File: src/shared/mr45_defines.vh
// constants for the mode register four/five feature logic
`ifndef MR45_DEFINES_VH
`define MR45_DEFINES_VH
`define MRSEL_MR1 3'h1
`define MRSEL_MR2 3'h2
`define MRSEL_MR4 3'h4
`define MRSEL_MR5 3'h5
`define MRSEL_RSVD 3'h7
`define MR1_NOM_LO 2
`define MR1_NOM_MID 6
`define MR1_NOM_HI 9
`define MR2_LPASR_LO 6
`define MR2_LPASR_HI 7
`define MR2_CRC_BIT 12
`define MR4_MPS_BIT 1
`define MR4_TCR_BIT 3
`define MR4_CAL_LO 6
`define MR4_CAL_HI 8
`define MR4_PRE_TRAIN_BIT 10
`define MR4_RPRE_BIT 11
`define MR4_WPRE_BIT 12
`define MR5_PL_LO 0
`define MR5_PL_HI 2
`define MR5_CRC_ERR_BIT 3
`define MR5_PAR_ERR_BIT 4
`define MR5_ODT_PD_BIT 5
`define MR5_PERSIST_BIT 9
`define MR5_DM_BIT 10
`define MR5_WDBI_BIT 11
`define MR5_RDBI_BIT 12
`define MR_RESET_VAL 18'h00000
`define PIN_SYNC_IDLE 29'h1FFFFFFF
`endif

File: src/verilog/mr45_feature_ctrl.v
// mode register four/five feature logic of the memory device
// ----------------------------------------------------------------
// ----------------------------------------------------------------
`timescale 1ns/10ps
`include "mr45_defines.vh"
module mr45_feature_ctrl (
  input wire SYS_CLK,
  input wire NRST,
  input wire CS_N,
  input wire ACT_N,
  input wire [2:0] CMD_LINES,
  input wire [17:0] ADDR,
  input wire [1:0] BA,
  input wire [1:0] BG,
  input wire PAR_IN,
  input wire IS_X4,
  input wire MRS_STROBE,
  input wire MPS_EXIT,
  input wire CRC_FAIL,
  input wire POWER_DOWN,
  input wire WRITE_BURST,
  input wire ODT_PIN,
  output reg CMD_VALID,
  output reg [17:0] CMD_ADDR,
  output reg [2:0] CMD_CODE,
  output reg CMD_ACT_N,
  output reg [1:0] CMD_BA,
  output reg [1:0] CMD_BG,
  output reg WPRE_2CK,
  output reg RPRE_2CK,
  output reg PRE_TRAIN,
  output reg TCR_ACTIVE,
  output reg MPS_ACTIVE,
  output reg PARITY_ERR,
  output reg CRC_ERR,
  output reg DM_ACTIVE,
  output reg WDBI_ACTIVE,
  output reg RDBI_ACTIVE,
  output reg NOM_TERM_EN,
  output reg [3:0] WR_BURST_UI
);
  // ----------------------------------------------------------------
  // input synchronisers
  // ----------------------------------------------------------------
  reg [28:0] s1_ff;
  reg [28:0] s2_ff;
  always @(posedge SYS_CLK) begin
    if (!NRST) begin
      s1_ff <= `PIN_SYNC_IDLE;
      s2_ff <= `PIN_SYNC_IDLE;
    end else begin
      s1_ff <= {CS_N, ACT_N, CMD_LINES, ADDR, BA, BG, PAR_IN, MRS_STROBE};
      s2_ff <= s1_ff;
    end
  end

  reg [5:0] s1b_ff;
  reg [5:0] s2b_ff;
  always @(posedge SYS_CLK) begin
    if (!NRST) begin
      s1b_ff <= 6'h00;
      s2b_ff <= 6'h00;
    end else begin
      s1b_ff <= {IS_X4, MPS_EXIT, CRC_FAIL, POWER_DOWN, WRITE_BURST, ODT_PIN};
      s2b_ff <= s1b_ff;
    end
  end

  wire cs_n = s2_ff[28];
  wire act_n = s2_ff[27];
  wire [2:0] cmd = s2_ff[26:24];
  wire [17:0] addr = s2_ff[23:6];
  wire [1:0] ba = s2_ff[5:4];
  wire [1:0] bg = s2_ff[3:2];
  wire par = s2_ff[1];
  wire is_mrs = s2_ff[0];
  wire is_x4 = s2b_ff[5];
  wire mps_exit = s2b_ff[4];
  wire crc_fail = s2b_ff[3];
  wire pdown = s2b_ff[2];
  wire wr_burst = s2b_ff[1];
  wire odt = s2b_ff[0];

  // ----------------------------------------------------------------
  // helper functions
  // ----------------------------------------------------------------
  function [3:0] cal_clocks;
    input [2:0] code;
    begin
      case (code)
        3'h1: cal_clocks = 4'h3;
        3'h2: cal_clocks = 4'h4;
        3'h3: cal_clocks = 4'h5;
        3'h4: cal_clocks = 4'h6;
        3'h5: cal_clocks = 4'h8;
        default: cal_clocks = 4'h0;
      endcase
    end
  endfunction
  function parity_bad;
    input a_n;
    input [2:0] c;
    input [17:0] a;
    input [1:0] b;
    input [1:0] g;
    input p;
    begin
      parity_bad = ^{a_n, c, a, b, g, p};
    end
  endfunction

  // ----------------------------------------------------------------
  // mode register state
  // ----------------------------------------------------------------
  reg [17:0] mr1_ff;
  reg [17:0] mr2_ff;
  reg [17:0] mr4_ff;
  reg [17:0] mr5_ff;
  reg par_err_ff;
  reg crc_err_ff;
  // ----------------------------------------------------------------
  // command delay sequencing
  // ----------------------------------------------------------------
  localparam ST_IDLE = 2'b01;
  localparam ST_WAIT = 2'b10;
  reg [1:0] st_ff;
  reg [3:0] cnt_ff;
  reg [1:0] nxt_st;
  reg [3:0] nxt_cnt;

  wire [2:0] mr_sel = {bg[0], ba};
  wire [3:0] cal = cal_clocks(mr4_ff[`MR4_CAL_HI:`MR4_CAL_LO]);
  wire cal_on = (cal != 4'h0);
  wire par_on = (mr5_ff[`MR5_PL_HI:`MR5_PL_LO] != 3'h0);
  wire check_on = par_on && (!par_err_ff || mr5_ff[`MR5_PERSIST_BIT]);
  wire mps_on = mr4_ff[`MR4_MPS_BIT];
  wire nom_off = ({mr1_ff[`MR1_NOM_HI], mr1_ff[`MR1_NOM_MID], mr1_ff[`MR1_NOM_LO]} == 3'h0);

  // command strobe: chip select low now (no delay) or delay expired
  wire cs_hit = !cs_n;
  wire fire = cal_on ? (st_ff == ST_WAIT && cnt_ff == 4'h1) : cs_hit;
  wire perr = check_on && parity_bad(act_n, cmd, addr, ba, bg, par);
  // max power saving blocks every command until exit; parity errors are still flagged
  wire accept = fire && !perr && !mps_on;
  wire mrs_ok = accept && is_mrs && (mr_sel != `MRSEL_RSVD);

  always @* begin
    nxt_st = st_ff;
    nxt_cnt = cnt_ff;
    case (st_ff)
      ST_IDLE: begin
        if (cal_on && cs_hit) begin
          nxt_st = ST_WAIT;
          nxt_cnt = cal;
        end
      end
      ST_WAIT: begin
        if (cnt_ff == 4'h1) begin
          nxt_st = ST_IDLE;
        end else begin
          nxt_cnt = cnt_ff - 4'h1;
        end
      end
      default: begin
        nxt_st = ST_IDLE;
        nxt_cnt = 4'h0;
      end
    endcase
  end

  // ----------------------------------------------------------------
  // mode register writes
  // ----------------------------------------------------------------
  always @(posedge SYS_CLK) begin
    if (!NRST) begin
      st_ff <= ST_IDLE;
      cnt_ff <= 4'h0;
      mr1_ff <= `MR_RESET_VAL;
      mr2_ff <= `MR_RESET_VAL;
      mr4_ff <= `MR_RESET_VAL;
      mr5_ff <= `MR_RESET_VAL;
    end else begin
      st_ff <= nxt_st;
      cnt_ff <= nxt_cnt;
      if (mps_on && mps_exit) begin
        mr4_ff[`MR4_MPS_BIT] <= 1'b0;
      end
      if (mrs_ok) begin
        case (mr_sel)
          `MRSEL_MR1: mr1_ff <= addr;
          `MRSEL_MR2: mr2_ff <= addr;
          `MRSEL_MR4: mr4_ff <= addr;
          `MRSEL_MR5: begin
            mr5_ff <= addr;
            if (nom_off) begin
              mr5_ff[`MR5_ODT_PD_BIT] <= mr5_ff[`MR5_ODT_PD_BIT];
            end
            if (!is_x4 && addr[`MR5_DM_BIT] && (addr[`MR5_WDBI_BIT] || addr[`MR5_RDBI_BIT])) begin
              mr5_ff[`MR5_DM_BIT] <= 1'b0;
            end
          end
          default: mr1_ff <= mr1_ff;
        endcase
      end
    end
  end

  // ----------------------------------------------------------------
  // sticky error status
  // ----------------------------------------------------------------
  wire mr5_wr = mrs_ok && (mr_sel == `MRSEL_MR5);
  wire par_set = perr;
  wire par_clr = mr5_wr && !addr[`MR5_PAR_ERR_BIT];
  wire crc_set = crc_fail && mr2_ff[`MR2_CRC_BIT];
  wire crc_clr = mr5_wr && !addr[`MR5_CRC_ERR_BIT];

  // set wins over clear
  always @(posedge SYS_CLK) begin
    if (!NRST) begin
      par_err_ff <= 1'b0;
      crc_err_ff <= 1'b0;
    end else begin
      if (par_set) begin
        par_err_ff <= 1'b1;
      end else if (par_clr) begin
        par_err_ff <= 1'b0;
      end
      if (crc_set) begin
        crc_err_ff <= 1'b1;
      end else if (crc_clr) begin
        crc_err_ff <= 1'b0;
      end
    end
  end

  // ----------------------------------------------------------------
  // outputs
  // ----------------------------------------------------------------
  always @(posedge SYS_CLK) begin
    if (!NRST) begin
      CMD_VALID <= 1'b0;
      CMD_ADDR <= 18'h00000;
      CMD_CODE <= 3'h7;
      CMD_ACT_N <= 1'b1;
      CMD_BA <= 2'h0;
      CMD_BG <= 2'h0;
      WPRE_2CK <= 1'b0;
      RPRE_2CK <= 1'b0;
      PRE_TRAIN <= 1'b0;
      TCR_ACTIVE <= 1'b0;
      MPS_ACTIVE <= 1'b0;
      PARITY_ERR <= 1'b0;
      CRC_ERR <= 1'b0;
      DM_ACTIVE <= 1'b0;
      WDBI_ACTIVE <= 1'b0;
      RDBI_ACTIVE <= 1'b0;
      NOM_TERM_EN <= 1'b0;
      WR_BURST_UI <= 4'h8;
    end else begin
      CMD_VALID <= accept && !(is_mrs && mr_sel == `MRSEL_RSVD);
      CMD_ADDR <= addr;
      CMD_CODE <= cmd;
      CMD_ACT_N <= act_n;
      CMD_BA <= ba;
      CMD_BG <= bg;
      WPRE_2CK <= mr4_ff[`MR4_WPRE_BIT];
      RPRE_2CK <= mr4_ff[`MR4_RPRE_BIT];
      PRE_TRAIN <= mr4_ff[`MR4_PRE_TRAIN_BIT];
      TCR_ACTIVE <= mr4_ff[`MR4_TCR_BIT] && (mr2_ff[`MR2_LPASR_HI:`MR2_LPASR_LO] == 2'h3);
      MPS_ACTIVE <= mps_on;
      PARITY_ERR <= par_err_ff;
      CRC_ERR <= crc_err_ff;
      DM_ACTIVE <= !is_x4 && mr5_ff[`MR5_DM_BIT] && wr_burst;
      WDBI_ACTIVE <= !is_x4 && mr5_ff[`MR5_WDBI_BIT] && !mr5_ff[`MR5_DM_BIT];
      RDBI_ACTIVE <= !is_x4 && mr5_ff[`MR5_RDBI_BIT];
      NOM_TERM_EN <= !nom_off && odt && !(pdown && !mr5_ff[`MR5_ODT_PD_BIT]);
      WR_BURST_UI <= mr2_ff[`MR2_CRC_BIT] ? 4'hA : 4'h8;
    end
  end
endmodule

File: config.mk
export PLATFORM = sky130hd
export DESIGN_NAME = mr45_feature_ctrl
export DESIGN_NICKNAME = d
export VERILOG_FILES = /design/src/verilog/mr45_feature_ctrl.v
export VERILOG_INCLUDE_DIRS = /design/src /design/src/shared
export SDC_FILE = /design/constraint.sdc
export NUM_CORES = 1
export LEC_CHECK = 0
export ABC_AREA = 1
export ABC_CLOCK_PERIOD_IN_PS = 1880
export BUFFER_PORTS_ARGS = -buffer_cell sky130_fd_sc_hd__buf_2
export CORE_UTILIZATION = 50
export CTS_BUF_LIST = sky130_fd_sc_hd__clkbuf_16
export DETAILED_ROUTE_END_ITERATION = 7
export GPL_TIMING_DRIVEN = 0
export PLACE_DENSITY = 0.75
export SLEW_MARGIN = 10
export SYNTH_ARGS = -nofsm -noshare
export SYNTH_HDL_FRONTEND = slang
export SYNTH_SLANG_ARGS = --single-unit
File: constraint.sdc
create_clock -name SYS_CLK -period 1.88 [get_ports SYS_CLK]
set_input_delay 0.376 -clock SYS_CLK [delete_from_list [all_inputs] [get_ports SYS_CLK]]
set_output_delay 0.376 -clock SYS_CLK [all_outputs]
set_load 0.02 [all_outputs]
# ---- Word-level counts from Yosys, hierarchy flattened
# Cells that the tools add are included.
dict set report op_classes {
  reduce_logical 53
  n_mux 17
  eq_ne 18
  n_addsub 1
  bitwise_logic 1
}
# cell count
set ops {}
lappend ops {{parity 27 bit} 1}
lappend ops {{logical AND 1 bit} 26}
lappend ops {{one-hot mux 4 bit (5 select lines)} 1}
lappend ops {{== test 3 bit (second input constant)} 5}
lappend ops {{logical NOT 1 bit} 12}
lappend ops {{AND reduction 2 bit} 6}
lappend ops {{2-to-1 mux 2 bit} 5}
lappend ops {{== test 3 x 2 -> 1 bit (second input constant)} 3}
lappend ops {{2-to-1 mux 4 bit} 2}
lappend ops {{one-hot mux 4 bit (2 select lines)} 1}
lappend ops {{2-to-1 mux 1 bit} 7}
lappend ops {{== test 3 x 1 -> 1 bit (second input constant)} 2}
lappend ops {{== test 2 bit (second input constant)} 2}
lappend ops {{== test 4 x 1 -> 1 bit (second input constant)} 1}
lappend ops {{!= test 2 bit (second input constant)} 2}
lappend ops {{one-hot mux 2 bit (2 select lines)} 1}
lappend ops {{nonzero test 2 bit} 2}
lappend ops {{nonzero test 4 bit} 1}
lappend ops {{subtractor 4 x 1 -> 4 bit (second input constant)} 1}
lappend ops {{logical NOT 3 bit} 1}
lappend ops {{!= test 3 bit (second input constant)} 1}
lappend ops {{AND reduction 3 bit} 1}
lappend ops {{nonzero test 3 bit} 1}
lappend ops {{== test 2 x 1 -> 1 bit (second input constant)} 1}
lappend ops {{3 further kinds} 4}
dict set report word_totals {
  register_bits 169
  out_inout_bits 42
}

# ---- Depth between registers and ports, before layout
dict set report depth {
  ltp_word 13
  mapped_depth 18
}

# ---- Least setup slack after synthesis
# No wires, ideal clock.
dict set report synth_timing {
  kind {register to register}
  from {register s2_ff[18]}
  to {register mr5_ff[5]}
  setup_time_ps 115
  required_time_ps 1765
  period_less_slack_ps 1935
  path_buffers 0
  t_arrival_ps 1820
  slack_ps -55
  stages_incl_launch_ff 19
  path_cell_list {dfxtp_1 -> inv_1 -> ha_1 -> inv_1 -> nand2_1 -> nand2_1 -> nand2_1 -> nand2_1 -> inv_1 -> nand2_1 -> nand3_1 -> nand2_1 -> nand3_1 -> nand3_4 -> nand3_1 -> nor2_4 -> nand3_1 -> nand2_1 -> nor2_1}
}
dict set report synth_between {
  elab_chain_cells 8
}
# element line
set synth_rtl {}
lappend synth_rtl {{from (decl)} mr45_feature_ctrl.v:46} ;# reg [28:0] s2_ff;
lappend synth_rtl {{from (signal assigned)} mr45_feature_ctrl.v:50} ;# s2_ff <= `PIN_SYNC_IDLE;
lappend synth_rtl {{parity 27 bit} mr45_feature_ctrl.v:108} ;# parity_bad = ^{a_n, c, a, b, g, p};
lappend synth_rtl {{logical AND 1 bit} mr45_feature_ctrl.v:142} ;# wire perr = check_on && parity_bad(act_n, cmd, addr, ba, bg, par);
lappend synth_rtl {{logical NOT 1 bit} mr45_feature_ctrl.v:144} ;# wire accept = fire && !perr && !mps_on;
lappend synth_rtl {{logical AND 1 bit (2 in series)} mr45_feature_ctrl.v:144}
lappend synth_rtl {{logical AND 1 bit (2 in series)} mr45_feature_ctrl.v:145} ;# wire mrs_ok = accept && is_mrs && (mr_sel != `MRSEL_RSVD);
lappend synth_rtl {{AND reduction 3 bit (no source line)} --}
lappend synth_rtl {{to (signal assigned)} mr45_feature_ctrl.v:181} ;# mr5_ff <= `MR_RESET_VAL;
lappend synth_rtl {{to (signal assigned)} mr45_feature_ctrl.v:194} ;# mr5_ff <= addr;
lappend synth_rtl {{to (signal, indexed assignment)} mr45_feature_ctrl.v:196} ;# mr5_ff[`MR5_ODT_PD_BIT] <= mr5_ff[`MR5_ODT_PD_BIT];
lappend synth_rtl {{to (decl)} mr45_feature_ctrl.v:118} ;# reg [17:0] mr5_ff;
# No other way between the ends.
# A chain may end at the register's enable or synchronous reset.

# ---- Worst setup path in the final report
dict set report layout_timing {
  from {register s2_ff[17]}
  to {register mr4_ff[10]}
}
dict set report layout_between {
  elab_chain_cells 8
}
# element line
set layout_rtl {}
lappend layout_rtl {{parity 27 bit} mr45_feature_ctrl.v:108}
lappend layout_rtl {{logical AND 1 bit} mr45_feature_ctrl.v:142}
lappend layout_rtl {{logical NOT 1 bit} mr45_feature_ctrl.v:144}
lappend layout_rtl {{logical AND 1 bit (2 in series)} mr45_feature_ctrl.v:144}
lappend layout_rtl {{logical AND 1 bit (2 in series)} mr45_feature_ctrl.v:145}
lappend layout_rtl {{AND reduction 2 bit (no source line)} --}
lappend layout_rtl {{to (signal assigned)} mr45_feature_ctrl.v:180} ;# mr4_ff <= `MR_RESET_VAL;
lappend layout_rtl {{to (signal assigned)} mr45_feature_ctrl.v:192} ;# `MRSEL_MR4: mr4_ff <= addr;
lappend layout_rtl {{to (decl)} mr45_feature_ctrl.v:117} ;# reg [17:0] mr4_ff;
# No other way between the ends.

==> impl_metrics.toml <==
[global_routing]
grt-ovfl-total = 0
antenna_found_initial = 0
grt_usage_pct = 20.5
grt_pass1_vias = 3589
grt_pass1_wl_um = 16000
grt_max_degree = 17

[route]
drc = 0
dr.pass1.iters = 5
m1WireLength_um = 4500
drt-wirelength-per-cell_um = 11.5
top_layer = "met4"
wirelength_um = 10100
antenna_left = 0
first_iter_violations = 203
dr_wl_met2_um = 4790
wl_met3_um = 571
vias = 3989
via_per_inst = 4.54

[placed_design]
dp_hpwl_um = 7070
place_inst = 838
dp_slack_ps = -351
place.port_buffers = 75
placed_area_mm2 = 0.00561
gp_congestion = 0.777

[setup_path]
critPathTopFamily = "simple AND/OR/NAND/NOR gates"
critPathSlowestCell = "dfxtp_2"
reg2regPathDepth = 17
crit_required_ps = 2190
worstPathCellList = "inv_2, ha_4, inv_2, nand2_2, nand3b_1, nand2_2, inv_2, nand2_2, nand3_1, nand2_2, nand2_2, nand3_4, buf_4, nand4_4, buf_4, nor2_1, nor2_1"
cpMostUsedCell = "nand2_2"
regToRegStartpoint = "s2_ff[17]$_SDFF_PN1_"
end_kind = "flop"
crit_type = "flop to flop"
slowest_delay_ps = 350
crit_buf_inv = 5
reg2reg_to = "mr4_ff[10]$_SDFFE_PN0P_"
regToRegSetupSlack_ps = -300
cp_max_fo = 6
cp-start-kind = "flop"
crit_arrival_ps = 2490

[die]
num_rows = 36
die_area_mm2 = 0.0105
initial_core_util_pct = 51.7
die_h_um = 103
core_area_mm2 = 0.00977
die_x_um = 103
io_pins = 79

[finish]
layout.cells.non_filler = 879
mostFrequentLayoutCells = "nand2_1 (173), dfxtp_1 (135), inv_1 (101)"
areaGrowthSynthToFinish_pct = 26.3
fin_area_mm2 = 0.00638
n_antenna_cell = 0
final_common_cell = "nand2_1"
post_route_cells_drive_above_1_share_pct = 29.2
final_nets = 775

[hold_path]
hp-class = "input port to flop"
timing.hold.worst.start = "ADDR[16]"
holdPathStages = 2
min_to = "s1_ff[22]$_SDFF_PN1_"

[timing]
rsz0062_at_grt = "yes"
layout_min_cycle_time_ps = 2180
fin_ws_ps = -299
setup_viol = 24
period_share_pct = 116
final-hold-violation-count = 0
final_max_slew_viol_count = 0
slew_headroom_pct = 60.1
worst_slew_pin_slew_ps = 598
finalSetupTns_ps = -5670
max_freq_mhz = 459
worst_clock_skew_ps = 8.77

[clock_network]
cts-root-buf = "clkbuf_16"
cts_tree = "built"
cts_htree_levels = 4
cts.sinks = 139
ctsLongestPathBuffers = 2
numCtsBuffers = 17
clk_latency_ps = 420
clkSlewWorstSetupHoldPaths_ps = 60
cts_hold_buf = 0

[logic_synthesis]
syn_area_mm2 = 0.00505
synth_cell_types = 35
netlist_instances = 629
ys_ff_latch = 139
yosys_warnings = 0
synth.avg_cell_area_um2 = 8.03
ys_seq_area_share_pct = 55.1

[power]
p_per_area_mw_per_mm2 = 1110
p_leak_uw = 0.00343
peakVddDrop_v = 0.000586

[run_status]
status = "complete, but fails checks"
violations = "negative setup slack"

[job]
maxCapViolCount = 0
-- timing repair --
item                       in CTS  in global routing
setup endpoints to repair      25                 24
hold endpoints to repair        0                  0
pin swaps                      12                  8
gates cloned                    0                  1
resized for setup              28                 10
setup buffers                   4                  4
-- sequential cells by signal, indices dropped and copies added (netlist names), 2 cells and up --
| signal | count |
|---|---|
| s1_ff | 29 |
| s2_ff | 29 |
| CMD_ADDR | 18 |
| mr4_ff | 8 |
| mr5_ff | 8 |
| s1b_ff | 6 |
| s2b_ff | 6 |
| cnt_ff | 4 |
| CMD_CODE | 3 |
| mr1_ff | 3 |
| mr2_ff | 3 |
| CMD_BA | 2 |
| CMD_BG | 2 |
| st_ff | 2 |
-- cell usage after synthesis (all sizes together) --
| library cell | instances | area, um2 |
|---|---|---|
| clkbuf | 10 | 37.5 |
| nand2 | 184 | 696 |
| and2 | 4 | 25.0 |
| a21oi | 9 | 45.0 |
| a31oi | 1 | 6.26 |
| inv | 106 | 398 |
| conb | 2 | 7.51 |
| nor2 | 44 | 180 |
| ha | 5 | 62.6 |
| xnor2 | 3 | 26.3 |
| nor4 | 2 | 12.5 |
| nor3b | 2 | 20.0 |
| nor3 | 6 | 30.0 |
| xor2 | 2 | 17.5 |
| nand3b | 1 | 7.51 |
| dfxtp | 139 | 2780 |
| a21boi | 1 | 7.51 |
| nand4 | 7 | 62.6 |
| o211ai | 1 | 7.51 |
| buf | 9 | 68.8 |
| nand3 | 10 | 62.6 |
| o32ai | 1 | 8.76 |
| a22oi | 1 | 7.51 |
| or2 | 59 | 369 |
| o21ai | 16 | 80.1 |
| o22ai | 4 | 25.0 |
-- stage by stage --
| step | total power (uW) | hold slack [ps] | util (%) |
|---|---|---|---|
| floorplan | 3620 | 390 | - |
| global placement | 3770 | 396 | 57.4 |
| detailed placement | 3800 | 397 | 57.4 |
| CTS | 7140 | 126 | 64.6 |
| global route | 7390 | 122 | 65.3 |
| finish | 7110 | 137 | 65.3 |
-- metal layers --
| metal | up-vias | track usage (%) |
|---|---|---|
| met3 | 17 | 5.97 |
| met2 | 130 | 33.7 |
| li1 | 2071 | - |
| met4 | 0 | 10.5 |
| met1 | 1771 | 24.3 |
| met5 | - | 0 |
-- area by class of cell --
type / count / area (um2)
plain buffers: 19 / 106
clock buffers: 17 / 425
clock inverters: 15 / 174
fillers: 790 / 3390
inverters: 106 / 398
multi-input cells: 366 / 1870
flip-flops and latches: 139 / 2790
well taps: 133 / 166
repair buffers: 84 / 459
-- worst max path at each step --
stage	startpoint	end	slack, ps	cells past startpoint
after floorplan	s2_ff[17]$_SDFF_PN1_	mr5_ff[5]$_SDFFE_PN0P_	9	18
after global placement	s2_ff[18]$_SDFF_PN1_	mr5_ff[5]$_SDFFE_PN0P_	-260	18
after detailed placement	s2_ff[18]$_SDFF_PN1_	mr5_ff[0]$_SDFFE_PN0P_	-350	18
after CTS	s2_ff[18]$_SDFF_PN1_	mr5_ff[0]$_SDFFE_PN0P_	-200	18
after global routing	s2_ff[17]$_SDFF_PN1_	mr5_ff[10]$_SDFFE_PN0P_	-400	17
final	s2_ff[17]$_SDFF_PN1_	mr4_ff[10]$_SDFFE_PN0P_	-300	17
-- logic make-up (layout without fill, tap and decap cells) --
family          count (synthesis)  in the layout  synth area share (%)
simple gates                  319            319                  29.0
flops                         139            139                  55.1
buf+inv                       125            241                  9.98
compound gates                 34             34                  3.71
fa+ha+maj                       5              5                  1.24
xor+xnor                        5              5                 0.867
other cells                     2              3                 0.149
-- report_power, final --
part | switching [uW] | internal [uW]
Clock | 1250 | 2080
Combinational | 404 | 242
Sequential | 59.1 | 3070
Total | 1710 | 5400
Note: power is estimated with default switching activity, not from simulation.
